[config.mk]
export PLATFORM = sky130hd
export DESIGN_NAME = dual_channel_dac_control
export DESIGN_NICKNAME = d
export VERILOG_FILES = /design/src/shared/dac_ctrl_pkg.sv /design/src/logic/conv_channel.sv /design/src/logic/dual_channel_dac_control.sv
export SDC_FILE = /design/constraint.sdc
export NUM_CORES = 1
export LEC_CHECK = 0
export ABC_AREA = 0
export BUFFER_PORTS_ARGS = -buffer_cell sky130_fd_sc_hd__buf_2
export CAP_MARGIN = 20
export CORE_ASPECT_RATIO = 0.6
export CORE_UTILIZATION = 43
export CTS_BUF_LIST = sky130_fd_sc_hd__clkbuf_16
export DETAILED_ROUTE_END_ITERATION = 8
export GPL_TIMING_DRIVEN = 0
export PLACE_DENSITY = 0.68
export SYNTH_ARGS = -nofsm -noshare
export SYNTH_HDL_FRONTEND = slang
export SYNTH_SLANG_ARGS = --single-unit
[constraint.sdc]
create_clock -name aclk -period 5.6 [get_ports aclk]
set_clock_uncertainty 0.05 [all_clocks]
set_input_delay 0.56 -clock aclk [delete_from_list [all_inputs] [get_ports aclk]]
set_output_delay 0.56 -clock aclk [all_outputs]
set_load 0.02 [all_outputs]
[src/shared/dac_ctrl_pkg.sv]
package dac_ctrl_pkg;

  // Printed offsets are not multiples of four, so they are kept as indices.
  localparam logic [23:0] CH0_DATA_IDX = 24'hff05d4;
  localparam logic [23:0] CH1_DATA_IDX = 24'hff05d5;
  localparam logic [23:0] CONTROL_IDX = 24'hff05d6;
  localparam logic [23:0] STATUS_IDX = 24'hff05d7;
  localparam logic [23:0] STANDBY_IDX = 24'hff05d8;

  // Byte address is four times the index; only the low 12 bits decode.
  localparam int ADDR_DEC_W = 12;

  // Field positions.
  localparam int CH1_EN_BIT = 7;
  localparam int CH0_EN_BIT = 6;
  localparam int MSTBY_BIT = 0;

  // Reset values.
  localparam logic [7:0] CONTROL_RST = 8'h00;
  localparam logic [7:0] DATA_RST = 8'h00;
  localparam logic MSTBY_RST = 1'b1;

  // Conversion timing: 3 us worst case at a 4 ns clock.
  localparam int CONV_TIME_NS = 3000;
  localparam int CLK_PERIOD_NS = 4;
  localparam int CONV_CYCLES = CONV_TIME_NS / CLK_PERIOD_NS;
  localparam int CONV_CNT_W = 10;
  // Cycles from a start to a raised valid pin beyond the timer itself.
  localparam int CONV_PIPE = 3;

  // AXI response codes.
  localparam logic [1:0] RESP_OKAY = 2'b00;
  localparam logic [1:0] RESP_SLVERR = 2'b10;

  // Per-channel analog output view.
  typedef struct packed {
    logic valid;
    logic [7:0] code;
  } dac_out_t;

endpackage
[src/logic/conv_channel.sv]
`timescale 1ns/1ps
module conv_channel
  import dac_ctrl_pkg::*;
(
  input wire logic aclk, // Clock.
  input wire logic aresetn, // Synchronous reset, active low.
  input wire logic ce, // Clock enable.
  input wire logic enable, // Channel output enable.
  input wire logic restart, // Data register was written.
  input wire logic [7:0] data, // Value to convert.
  output dac_out_t out // Converted code and valid flag.
);

  logic [CONV_CNT_W-1:0] cnt_q;
  logic busy_q;
  logic en_prev_q;
  dac_out_t out_q;

  // Conversion timer: a rising enable or a write while enabled restarts it.
  always_ff @(posedge aclk)
  begin
    if (!aresetn)
    begin
      cnt_q <= '0;
      busy_q <= 1'b0;
      en_prev_q <= 1'b0;
    end
    else if (ce)
    begin
      en_prev_q <= enable;
      if (!enable)
      begin
        busy_q <= 1'b0;
      end
      else if (restart || !en_prev_q)
      begin
        busy_q <= 1'b1;
        // The start flop and the two output flops add three cycles, so
        // the load is shortened by them and the pin meets the worst case.
        cnt_q <= CONV_CNT_W'(CONV_CYCLES - CONV_PIPE);
      end
      else if (busy_q)
      begin
        if (cnt_q == '0)
          busy_q <= 1'b0;
        else
          cnt_q <= cnt_q - 1'b1;
      end
    end
  end

  // The output holds until a new write or the enable is dropped.
  always_ff @(posedge aclk)
  begin
    if (!aresetn)
    begin
      out_q <= '0;
    end
    else if (ce)
    begin
      if (!enable || restart)
        out_q.valid <= 1'b0;
      else if (busy_q && cnt_q == '0)
      begin
        out_q.valid <= 1'b1;
        out_q.code <= data;
      end
    end
  end

  assign out = out_q;

endmodule // conv_channel

[src/logic/dual_channel_dac_control.sv]
// Register access over AXI4-Lite was decided locally.
`timescale 1ns/1ps
// Behaviour
// - Two channels convert their own 8-bit values independently.
// - Each channel has a readable and writable 8-bit data register.
// - Both data registers are zero while in standby or module standby.
// - Control bit 7 enables channel 1 conversion and output.
// - Control bit 6 enables channel 0 conversion and output.
// - Control bits 5 to 0 read as zero and ignore writes.
// - The control register keeps its value through either standby.
// - A linked event sets the matching channel enable bit outside module standby.
// - Setting an enable starts conversion, output valid after the time.
// - The result holds until a data write, module standby or the enable clears.
// - A data write while enabled restarts conversion at once.
// - Clearing an enable disables that channel output.
// - A result is ready within the maximum conversion time of 3 us.
// - The block starts in module standby; registers work after release.
module dual_channel_dac_control
  import dac_ctrl_pkg::*;
(
  input wire logic aclk, // Clock, 250 MHz.
  input wire logic aresetn, // Synchronous reset, active low.
  input wire logic ce, // Clock enable; low freezes all state.
  input wire logic standby, // Device standby request, asynchronous.
  input wire logic event_select_ch0, // Event pulse for channel 0.
  input wire logic event_select_ch1, // Event pulse for channel 1.
  input wire logic [31:0] s_axi_awaddr, // Write address.
  input wire logic s_axi_awvalid, // Write address valid.
  output logic s_axi_awready, // Write address ready.
  input wire logic [31:0] s_axi_wdata, // Write data.
  input wire logic [3:0] s_axi_wstrb, // Write byte strobes.
  input wire logic s_axi_wvalid, // Write data valid.
  output logic s_axi_wready, // Write data ready.
  output logic [1:0] s_axi_bresp, // Write response.
  output logic s_axi_bvalid, // Write response valid.
  input wire logic s_axi_bready, // Write response ready.
  input wire logic [31:0] s_axi_araddr, // Read address.
  input wire logic s_axi_arvalid, // Read address valid.
  output logic s_axi_arready, // Read address ready.
  output logic [31:0] s_axi_rdata, // Read data.
  output logic [1:0] s_axi_rresp, // Read response.
  output logic s_axi_rvalid, // Read data valid.
  input wire logic s_axi_rready, // Read data ready.
  output logic [7:0] channel0_analog_out, // Channel 0 code.
  output logic [7:0] channel1_analog_out, // Channel 1 code.
  output logic channel0_valid, // Channel 0 output valid.
  output logic channel1_valid // Channel 1 output valid.
);

  // Only the low address bits decode, so the map repeats higher up; a
  // narrow compare keeps the decoder small.
  localparam logic [ADDR_DEC_W-1:0] A_CH0 = ADDR_DEC_W'({CH0_DATA_IDX, 2'b00});
  localparam logic [ADDR_DEC_W-1:0] A_CH1 = ADDR_DEC_W'({CH1_DATA_IDX, 2'b00});
  localparam logic [ADDR_DEC_W-1:0] A_CTL = ADDR_DEC_W'({CONTROL_IDX, 2'b00});
  localparam logic [ADDR_DEC_W-1:0] A_STS = ADDR_DEC_W'({STATUS_IDX, 2'b00});
  localparam logic [ADDR_DEC_W-1:0] A_STB = ADDR_DEC_W'({STANDBY_IDX, 2'b00});

  // One-hot write sequencer: collect both halves, execute, answer.
  typedef enum logic [2:0] {
    W_IDLE = 3'b001,
    W_EXEC = 3'b010,
    W_RESP = 3'b100
  } wr_state_t;

  // Bus-side state, register file and converter outputs.
  wr_state_t wr_q;
  logic [ADDR_DEC_W-1:0] waddr_q;
  logic [31:0] wdata_q;
  logic [3:0] wstrb_q;
  logic aw_got_q;
  logic w_got_q;
  logic [7:0] data_q [2];
  logic [1:0] en_q;
  logic mstby_q;
  logic [2:0] stby_sync_q;
  logic [1:0] evt0_sync_q;
  logic [1:0] evt1_sync_q;
  logic [1:0] data_wr;
  logic wr_ok;
  logic in_standby;
  logic [1:0] evt;
  dac_out_t ch_out [2];
  logic [7:0] code_q [2];
  logic [1:0] valid_q;
  logic ctl_wr;

  // Pin-level inputs pass two flops before use. Standby gets a third flop;
  // the extra cycle of lag is harmless for a power-mode request and keeps
  // every stage of the chain in use.
  always_ff @(posedge aclk)
  begin
    if (!aresetn)
    begin
      stby_sync_q <= '0;
      evt0_sync_q <= '0;
      evt1_sync_q <= '0;
    end
    else if (ce)
    begin
      stby_sync_q <= {stby_sync_q[1:0], standby};
      evt0_sync_q <= {evt0_sync_q[0], event_select_ch0};
      evt1_sync_q <= {evt1_sync_q[0], event_select_ch1};
    end
  end

  // Events are levels after sync; a held level just keeps the bit set.
  assign evt = {evt1_sync_q[1], evt0_sync_q[1]};
  assign in_standby = stby_sync_q[2] || mstby_q;

  // Write channel: address and data taken in either order, then executed.
  always_ff @(posedge aclk)
  begin
    if (!aresetn)
    begin
      wr_q <= W_IDLE;
      aw_got_q <= 1'b0;
      w_got_q <= 1'b0;
      waddr_q <= '0;
      wdata_q <= '0;
      wstrb_q <= '0;
      s_axi_awready <= 1'b0;
      s_axi_wready <= 1'b0;
      s_axi_bvalid <= 1'b0;
      s_axi_bresp <= RESP_OKAY;
    end
    else if (ce)
    begin
      case (wr_q)
        // Each ready drops at its own handshake, so either half may lead.
        W_IDLE:
        begin
          s_axi_awready <= !aw_got_q && !(s_axi_awvalid && s_axi_awready);
          s_axi_wready <= !w_got_q && !(s_axi_wvalid && s_axi_wready);
          if (s_axi_awvalid && s_axi_awready)
          begin
            aw_got_q <= 1'b1;
            waddr_q <= s_axi_awaddr[ADDR_DEC_W-1:0];
          end
          if (s_axi_wvalid && s_axi_wready)
          begin
            w_got_q <= 1'b1;
            wdata_q <= s_axi_wdata;
            wstrb_q <= s_axi_wstrb;
          end
          if ((aw_got_q || (s_axi_awvalid && s_axi_awready)) &&
              (w_got_q || (s_axi_wvalid && s_axi_wready)))
          begin
            wr_q <= W_EXEC;
            s_axi_awready <= 1'b0;
            s_axi_wready <= 1'b0;
          end
        end
        // The decoded write lands at the end of this cycle.
        W_EXEC:
        begin
          aw_got_q <= 1'b0;
          w_got_q <= 1'b0;
          s_axi_bvalid <= 1'b1;
          s_axi_bresp <= wr_ok ? RESP_OKAY : RESP_SLVERR;
          wr_q <= W_RESP;
        end
        // Hold the response until the master takes it.
        W_RESP:
        begin
          if (s_axi_bready)
          begin
            s_axi_bvalid <= 1'b0;
            wr_q <= W_IDLE;
          end
        end
        default:
        begin
          wr_q <= W_IDLE;
        end
      endcase
    end
  end

  // Data and control registers are reachable only out of module standby.
  // Decoding happens in the execute state only, so a stale address is
  // harmless once the sequencer has moved on.
  always_comb
  begin
    wr_ok = 1'b0;
    data_wr = 2'b00;
    if (wr_q == W_EXEC)
    begin
      case (waddr_q)
        A_CH0:
        begin
          wr_ok = !mstby_q;
          data_wr[0] = !mstby_q && wstrb_q[0];
        end
        A_CH1:
        begin
          wr_ok = !mstby_q;
          data_wr[1] = !mstby_q && wstrb_q[0];
        end
        // Status is read-only: a write is answered but changes nothing.
        A_CTL, A_STS:
          wr_ok = !mstby_q;
        // Standby control stays reachable so the block can be woken.
        A_STB:
          wr_ok = 1'b1;
        default:
          wr_ok = 1'b0;
      endcase
    end
  end

  // Data registers, one per channel; standby clears them.
  // Standby beats a write in the same cycle, so a halted converter never
  // keeps a value.
  generate
    for (genvar i = 0; i < 2; i++)
    begin : g_data
      always_ff @(posedge aclk)
      begin
        if (!aresetn)
          data_q[i] <= DATA_RST;
        else if (ce)
        begin
          if (in_standby)
            data_q[i] <= DATA_RST;
          else if (data_wr[i])
            data_q[i] <= wdata_q[7:0];
        end
      end
    end
  endgenerate

  // Control write strobe, shared by the enable register below.
  assign ctl_wr = (wr_q == W_EXEC) && (waddr_q == A_CTL) && !mstby_q &&
    wstrb_q[0];

  // Enable bits survive both kinds of standby: device standby never reaches
  // this register, and module standby only holds it. A linked event wins
  // over a software clear in the same
  // cycle, so an event is never lost to a racing write.
  // Only bits 7 and 6 are stored; bits 5 to 0 have no flops to change.
  always_ff @(posedge aclk)
  begin
    if (!aresetn)
      en_q <= CONTROL_RST[CH1_EN_BIT:CH0_EN_BIT];
    else if (ce)
    begin
      if (ctl_wr)
        en_q <= {wdata_q[CH1_EN_BIT], wdata_q[CH0_EN_BIT]} | evt;
      else if (!mstby_q)
        en_q <= en_q | evt;
    end
  end

  // Module standby bit: set from reset so the converter starts halted.
  // Writes to it are always accepted, even with the converter halted.
  always_ff @(posedge aclk)
  begin
    if (!aresetn)
      mstby_q <= MSTBY_RST;
    else if (ce && wr_q == W_EXEC && waddr_q == A_STB && wstrb_q[0])
      mstby_q <= wdata_q[MSTBY_BIT];
  end

  // Read channel answers one cycle after the address is taken. While the
  // converter is in module standby only the standby register answers;
  // every other access gets an error and no data.
  always_ff @(posedge aclk)
  begin
    if (!aresetn)
    begin
      s_axi_arready <= 1'b0;
      s_axi_rvalid <= 1'b0;
      s_axi_rdata <= '0;
      s_axi_rresp <= RESP_OKAY;
    end
    else if (ce)
    begin
      s_axi_arready <= !s_axi_rvalid && !(s_axi_arvalid && s_axi_arready);
      if (s_axi_rvalid && s_axi_rready)
        s_axi_rvalid <= 1'b0;
      if (s_axi_arvalid && s_axi_arready)
      begin
        s_axi_rvalid <= 1'b1;
        s_axi_rresp <= RESP_OKAY;
        s_axi_rdata <= '0;
        case (s_axi_araddr[ADDR_DEC_W-1:0])
          A_CH0:
            if (mstby_q) s_axi_rresp <= RESP_SLVERR;
            else s_axi_rdata[7:0] <= data_q[0];
          A_CH1:
            if (mstby_q) s_axi_rresp <= RESP_SLVERR;
            else s_axi_rdata[7:0] <= data_q[1];
          A_CTL:
            if (mstby_q) s_axi_rresp <= RESP_SLVERR;
            else s_axi_rdata[7:0] <= {en_q, 6'h00};
          A_STS:
            if (mstby_q) s_axi_rresp <= RESP_SLVERR;
            else s_axi_rdata[1:0] <= valid_q;
          A_STB:
            s_axi_rdata[MSTBY_BIT] <= mstby_q;
          default:
            s_axi_rresp <= RESP_SLVERR;
        endcase
      end
    end
  end

  // Two independent converters; the output flops sit here.
  // Registering the pins keeps every top-level output on a flop; the cost
  // is one cycle, which the timer load already allows for.
  generate
    for (genvar i = 0; i < 2; i++)
    begin : g_conv
      conv_channel u_conv (
        .aclk(aclk),
        .aresetn(aresetn),
        .ce(ce),
        .enable(en_q[i] && !mstby_q),
        .restart(data_wr[i]),
        .data(data_q[i]),
        .out(ch_out[i])
      );

      always_ff @(posedge aclk)
      begin
        if (!aresetn)
        begin
          code_q[i] <= '0;
          valid_q[i] <= 1'b0;
        end
        else if (ce)
        begin
          code_q[i] <= ch_out[i].valid ? ch_out[i].code : 8'h00;
          valid_q[i] <= ch_out[i].valid;
        end
      end
    end
  endgenerate

  // Pins come straight from the output flops.
  assign channel0_analog_out = code_q[0];
  assign channel1_analog_out = code_q[1];
  assign channel0_valid = valid_q[0];
  assign channel1_valid = valid_q[1];

endmodule // dual_channel_dac_control

==> results.cfg <==
[run_status]
outcome = complete, but fails checks
failed_checks = design-rule violations

[cts]
cts-root-to-sink-buffers = 2
path_clk_slew_ns = 0.06
clock_sinks = 127
insertion_delay_ns = 0.41
cts_setup_buffers = 0
numCtsBuffers = 17
cts_resized = 0
cts_htree_levels = 4
clock-root-buffer = clkbuf_16
cts_tree = yes
ctsHoldBuffers = 0

[synthesis]
yosysMostFrequentCell = dfxtp_1
syn-instance-count = 601
async_reset_ff_frac = 0
netlist_area_sq_mm = 0.00580
yosysTopAreaCell = dfxtp_1
synth_edf_count = 32
synth.top_cell.area_share = 0.328
ys_ff_latch = 127
synthFlopType = dfxtp_1
synth.distinct_cells = 74
ys_warn_count = 0
syn_area_per_cell_sq_um = 9.65
synthTopCellsByArea = dfxtp_1, edfxtp_1, mux2i_1
synth_common_cells = dfxtp_1, nand2_1, nor2_1
ys_seq_area_frac = 0.494

[drt]
drt-total-wl_um = 14800
detail_route.iter0.violations = 441
drc_errors = 5
ant_nets = 0
vias = 4890
drt-wirelength-per-cell_um = 16.4
via_per_inst = 5.41
first_pass_iters = 7

[sta]
fin_crit_ns = 2.69
slew_viol_final = 0
tns_ns = 0
hold_viol = 0
setup_viol = 0
fmax_mhz = 372
rsz0062_at_grt = no
worst_slew_pin_slew_ns = 1.07
post-route-period-util = 0.480
relSlewSlack = 0.280
fin_hold_ws_ns = 0.329

[floorplan]
die_h_um = 92.0
die-area_sq_mm = 0.0140
rows = 32
start_util = 0.446
die_width_um = 152
boundaryPins = 170
placeableCoreArea_sq_mm = 0.0130

[place]
portBuffers = 74
place_hpwl_um = 11000
dp.cells = 870
gp_congestion = 0.859

[setup_path]
critical_path_class = flop to flop
arrival_ns = 2.75
required_ns = 5.66
path_max_fanout = 7
cp-end-kind = flop
worstSetupStartpointType = flop

[cells_and_area]
antennaDiodeCount = 0
fin_nets = 835
fill_cells = 1157
final_cells = 904
area_growth_pct = 21.7
drive_gt1_frac = 0.211

[flow_run]
drv_cap = 0

[power_and_ir_drop]
power_per_cell_area_mw_per_mm2 = 308
ir_drop_uv = 207
p_leak_nw = 2.99

[min_path]
hold_class = input port to flop

[grt]
grt_max_degree = 17
grtUsageTotal = 0.218
grt_pass1_wl_um = 23600
grt-ovfl-total = 0
grt_pass1_vias = 4490
antenna_found_initial = 0
## stage by stage
stage / worst slack (ns) / utilization / area (sq um) / power, mW
after floorplan: 3.27 / - / 5890 / 1.08
after global placement: 2.72 / 0.498 / 6480 / 1.12
after detailed placement: 2.56 / 0.498 / 6480 / 1.13
after CTS: 2.57 / 0.542 / 7050 / 2.18
after global routing: 2.78 / 0.542 / 7060 / 2.24
final: 2.91 / 0.542 / 7060 / 2.17
## cells in the final DEF, fill, tap and decap left out, types with 3 or more instances in the layout
cell type,n
clkbuf_16,17
nor4_1,11
nor2b_1,7
ha_1,3
clkbuf_1,21
conb_1,26
edfxtp_1,32
nand3b_1,3
or3_1,4
a21o_1,4
a41oi_1,3
buf_2,78
o211a_1,5
buf_4,27
a31oi_1,3
o21ai_0,13
dfxtp_1,95
a22oi_1,5
nand2_1,71
nor2_1,45
and3_1,10
a21oi_1,36
and4b_1,6
clkinvlp_4,3
o22ai_1,3
or4_1,5
nor3b_1,4
nand4_1,4
nor3_1,12
nand3_1,15
and2_1,34
mux2i_1,41
buf_1,3
clkinv_2,5
inv_1,16
nand4b_1,3
o21a_1,4
## cells by family (layout without fill, tap and decap cells)
| kind of cell | count (synthesis) | after routing | share of synthesized area |
|---|---|---|---|
| simple gates | 246 | 246 | 0.225 |
| flops | 127 | 127 | 0.494 |
| compound gates | 109 | 109 | 0.132 |
| buf+inv | 72 | 180 | 0.0675 |
| mux | 43 | 43 | 0.0746 |
| fa+ha+maj | 3 | 3 | 0.00647 |
| other cells | 1 | 26 | 0.000647 |
## state kept, by name, summed over array words and instances, names as in the netlist, 3 cells and up
register,flops
g_conv.u_conv.out,18
stby_sync_q,3
g_conv.u_conv.cnt_q,20
wr_q,3
s_axi_rdata,8
code_q,16
wdata_q,8
waddr_q,12
data_q,16
## critical path: stages (launching register included)
cell and delay (ns):
dfxtp_1 0.33, nor4bb_1 0.55, and4b_1 0.29, buf_2 0.19
a21oi_1 0.17, and2_1 0.20, o21ai_0 0.32, buf_2 0.29
## worst paths after layout
kind                            slack, ns                      end  cells after the start                     from
worst max-delay path                 2.91             data_q[1][0]                      7               waddr_q[8]
worst min register to register       0.40  g_conv[1].u_conv.out[2]                      2  g_conv[1].u_conv.out[2]
worst min-delay path                 0.33               waddr_q[8]                      3          s_axi_awaddr[8]
worst max register to register       2.91             data_q[1][0]                      7               waddr_q[8]
## per-layer routing
metal	global-route usage	up-vias	wire length, um
li1	-	2359	-
met1	0.334	2292	7330
met2	0.298	228	6120
met3	0.0510	11	1310
met4	0.0672	0	85
met5	0	-	0
## final cells by class
class                      count  area, sq um  share of cell area
buffer                        57          335              0.0475
clock buffer                  17          425              0.0603
clock inverter                15          146              0.0207
inverter                      15         56.3             0.00798
multi-input combinational    427         2640               0.374
sequential                   127         2860               0.406
tap                          170          213              0.0301
timing repair buffer          76          380              0.0539
## where the power goes
group | total [mW] | switching, mW | internal (mW)
registers | 0.974 | 0.0147 | 0.959
clock network | 1.06 | 0.412 | 0.652
logic | 0.137 | 0.0867 | 0.0504
(Power assumes the default switching activity.)
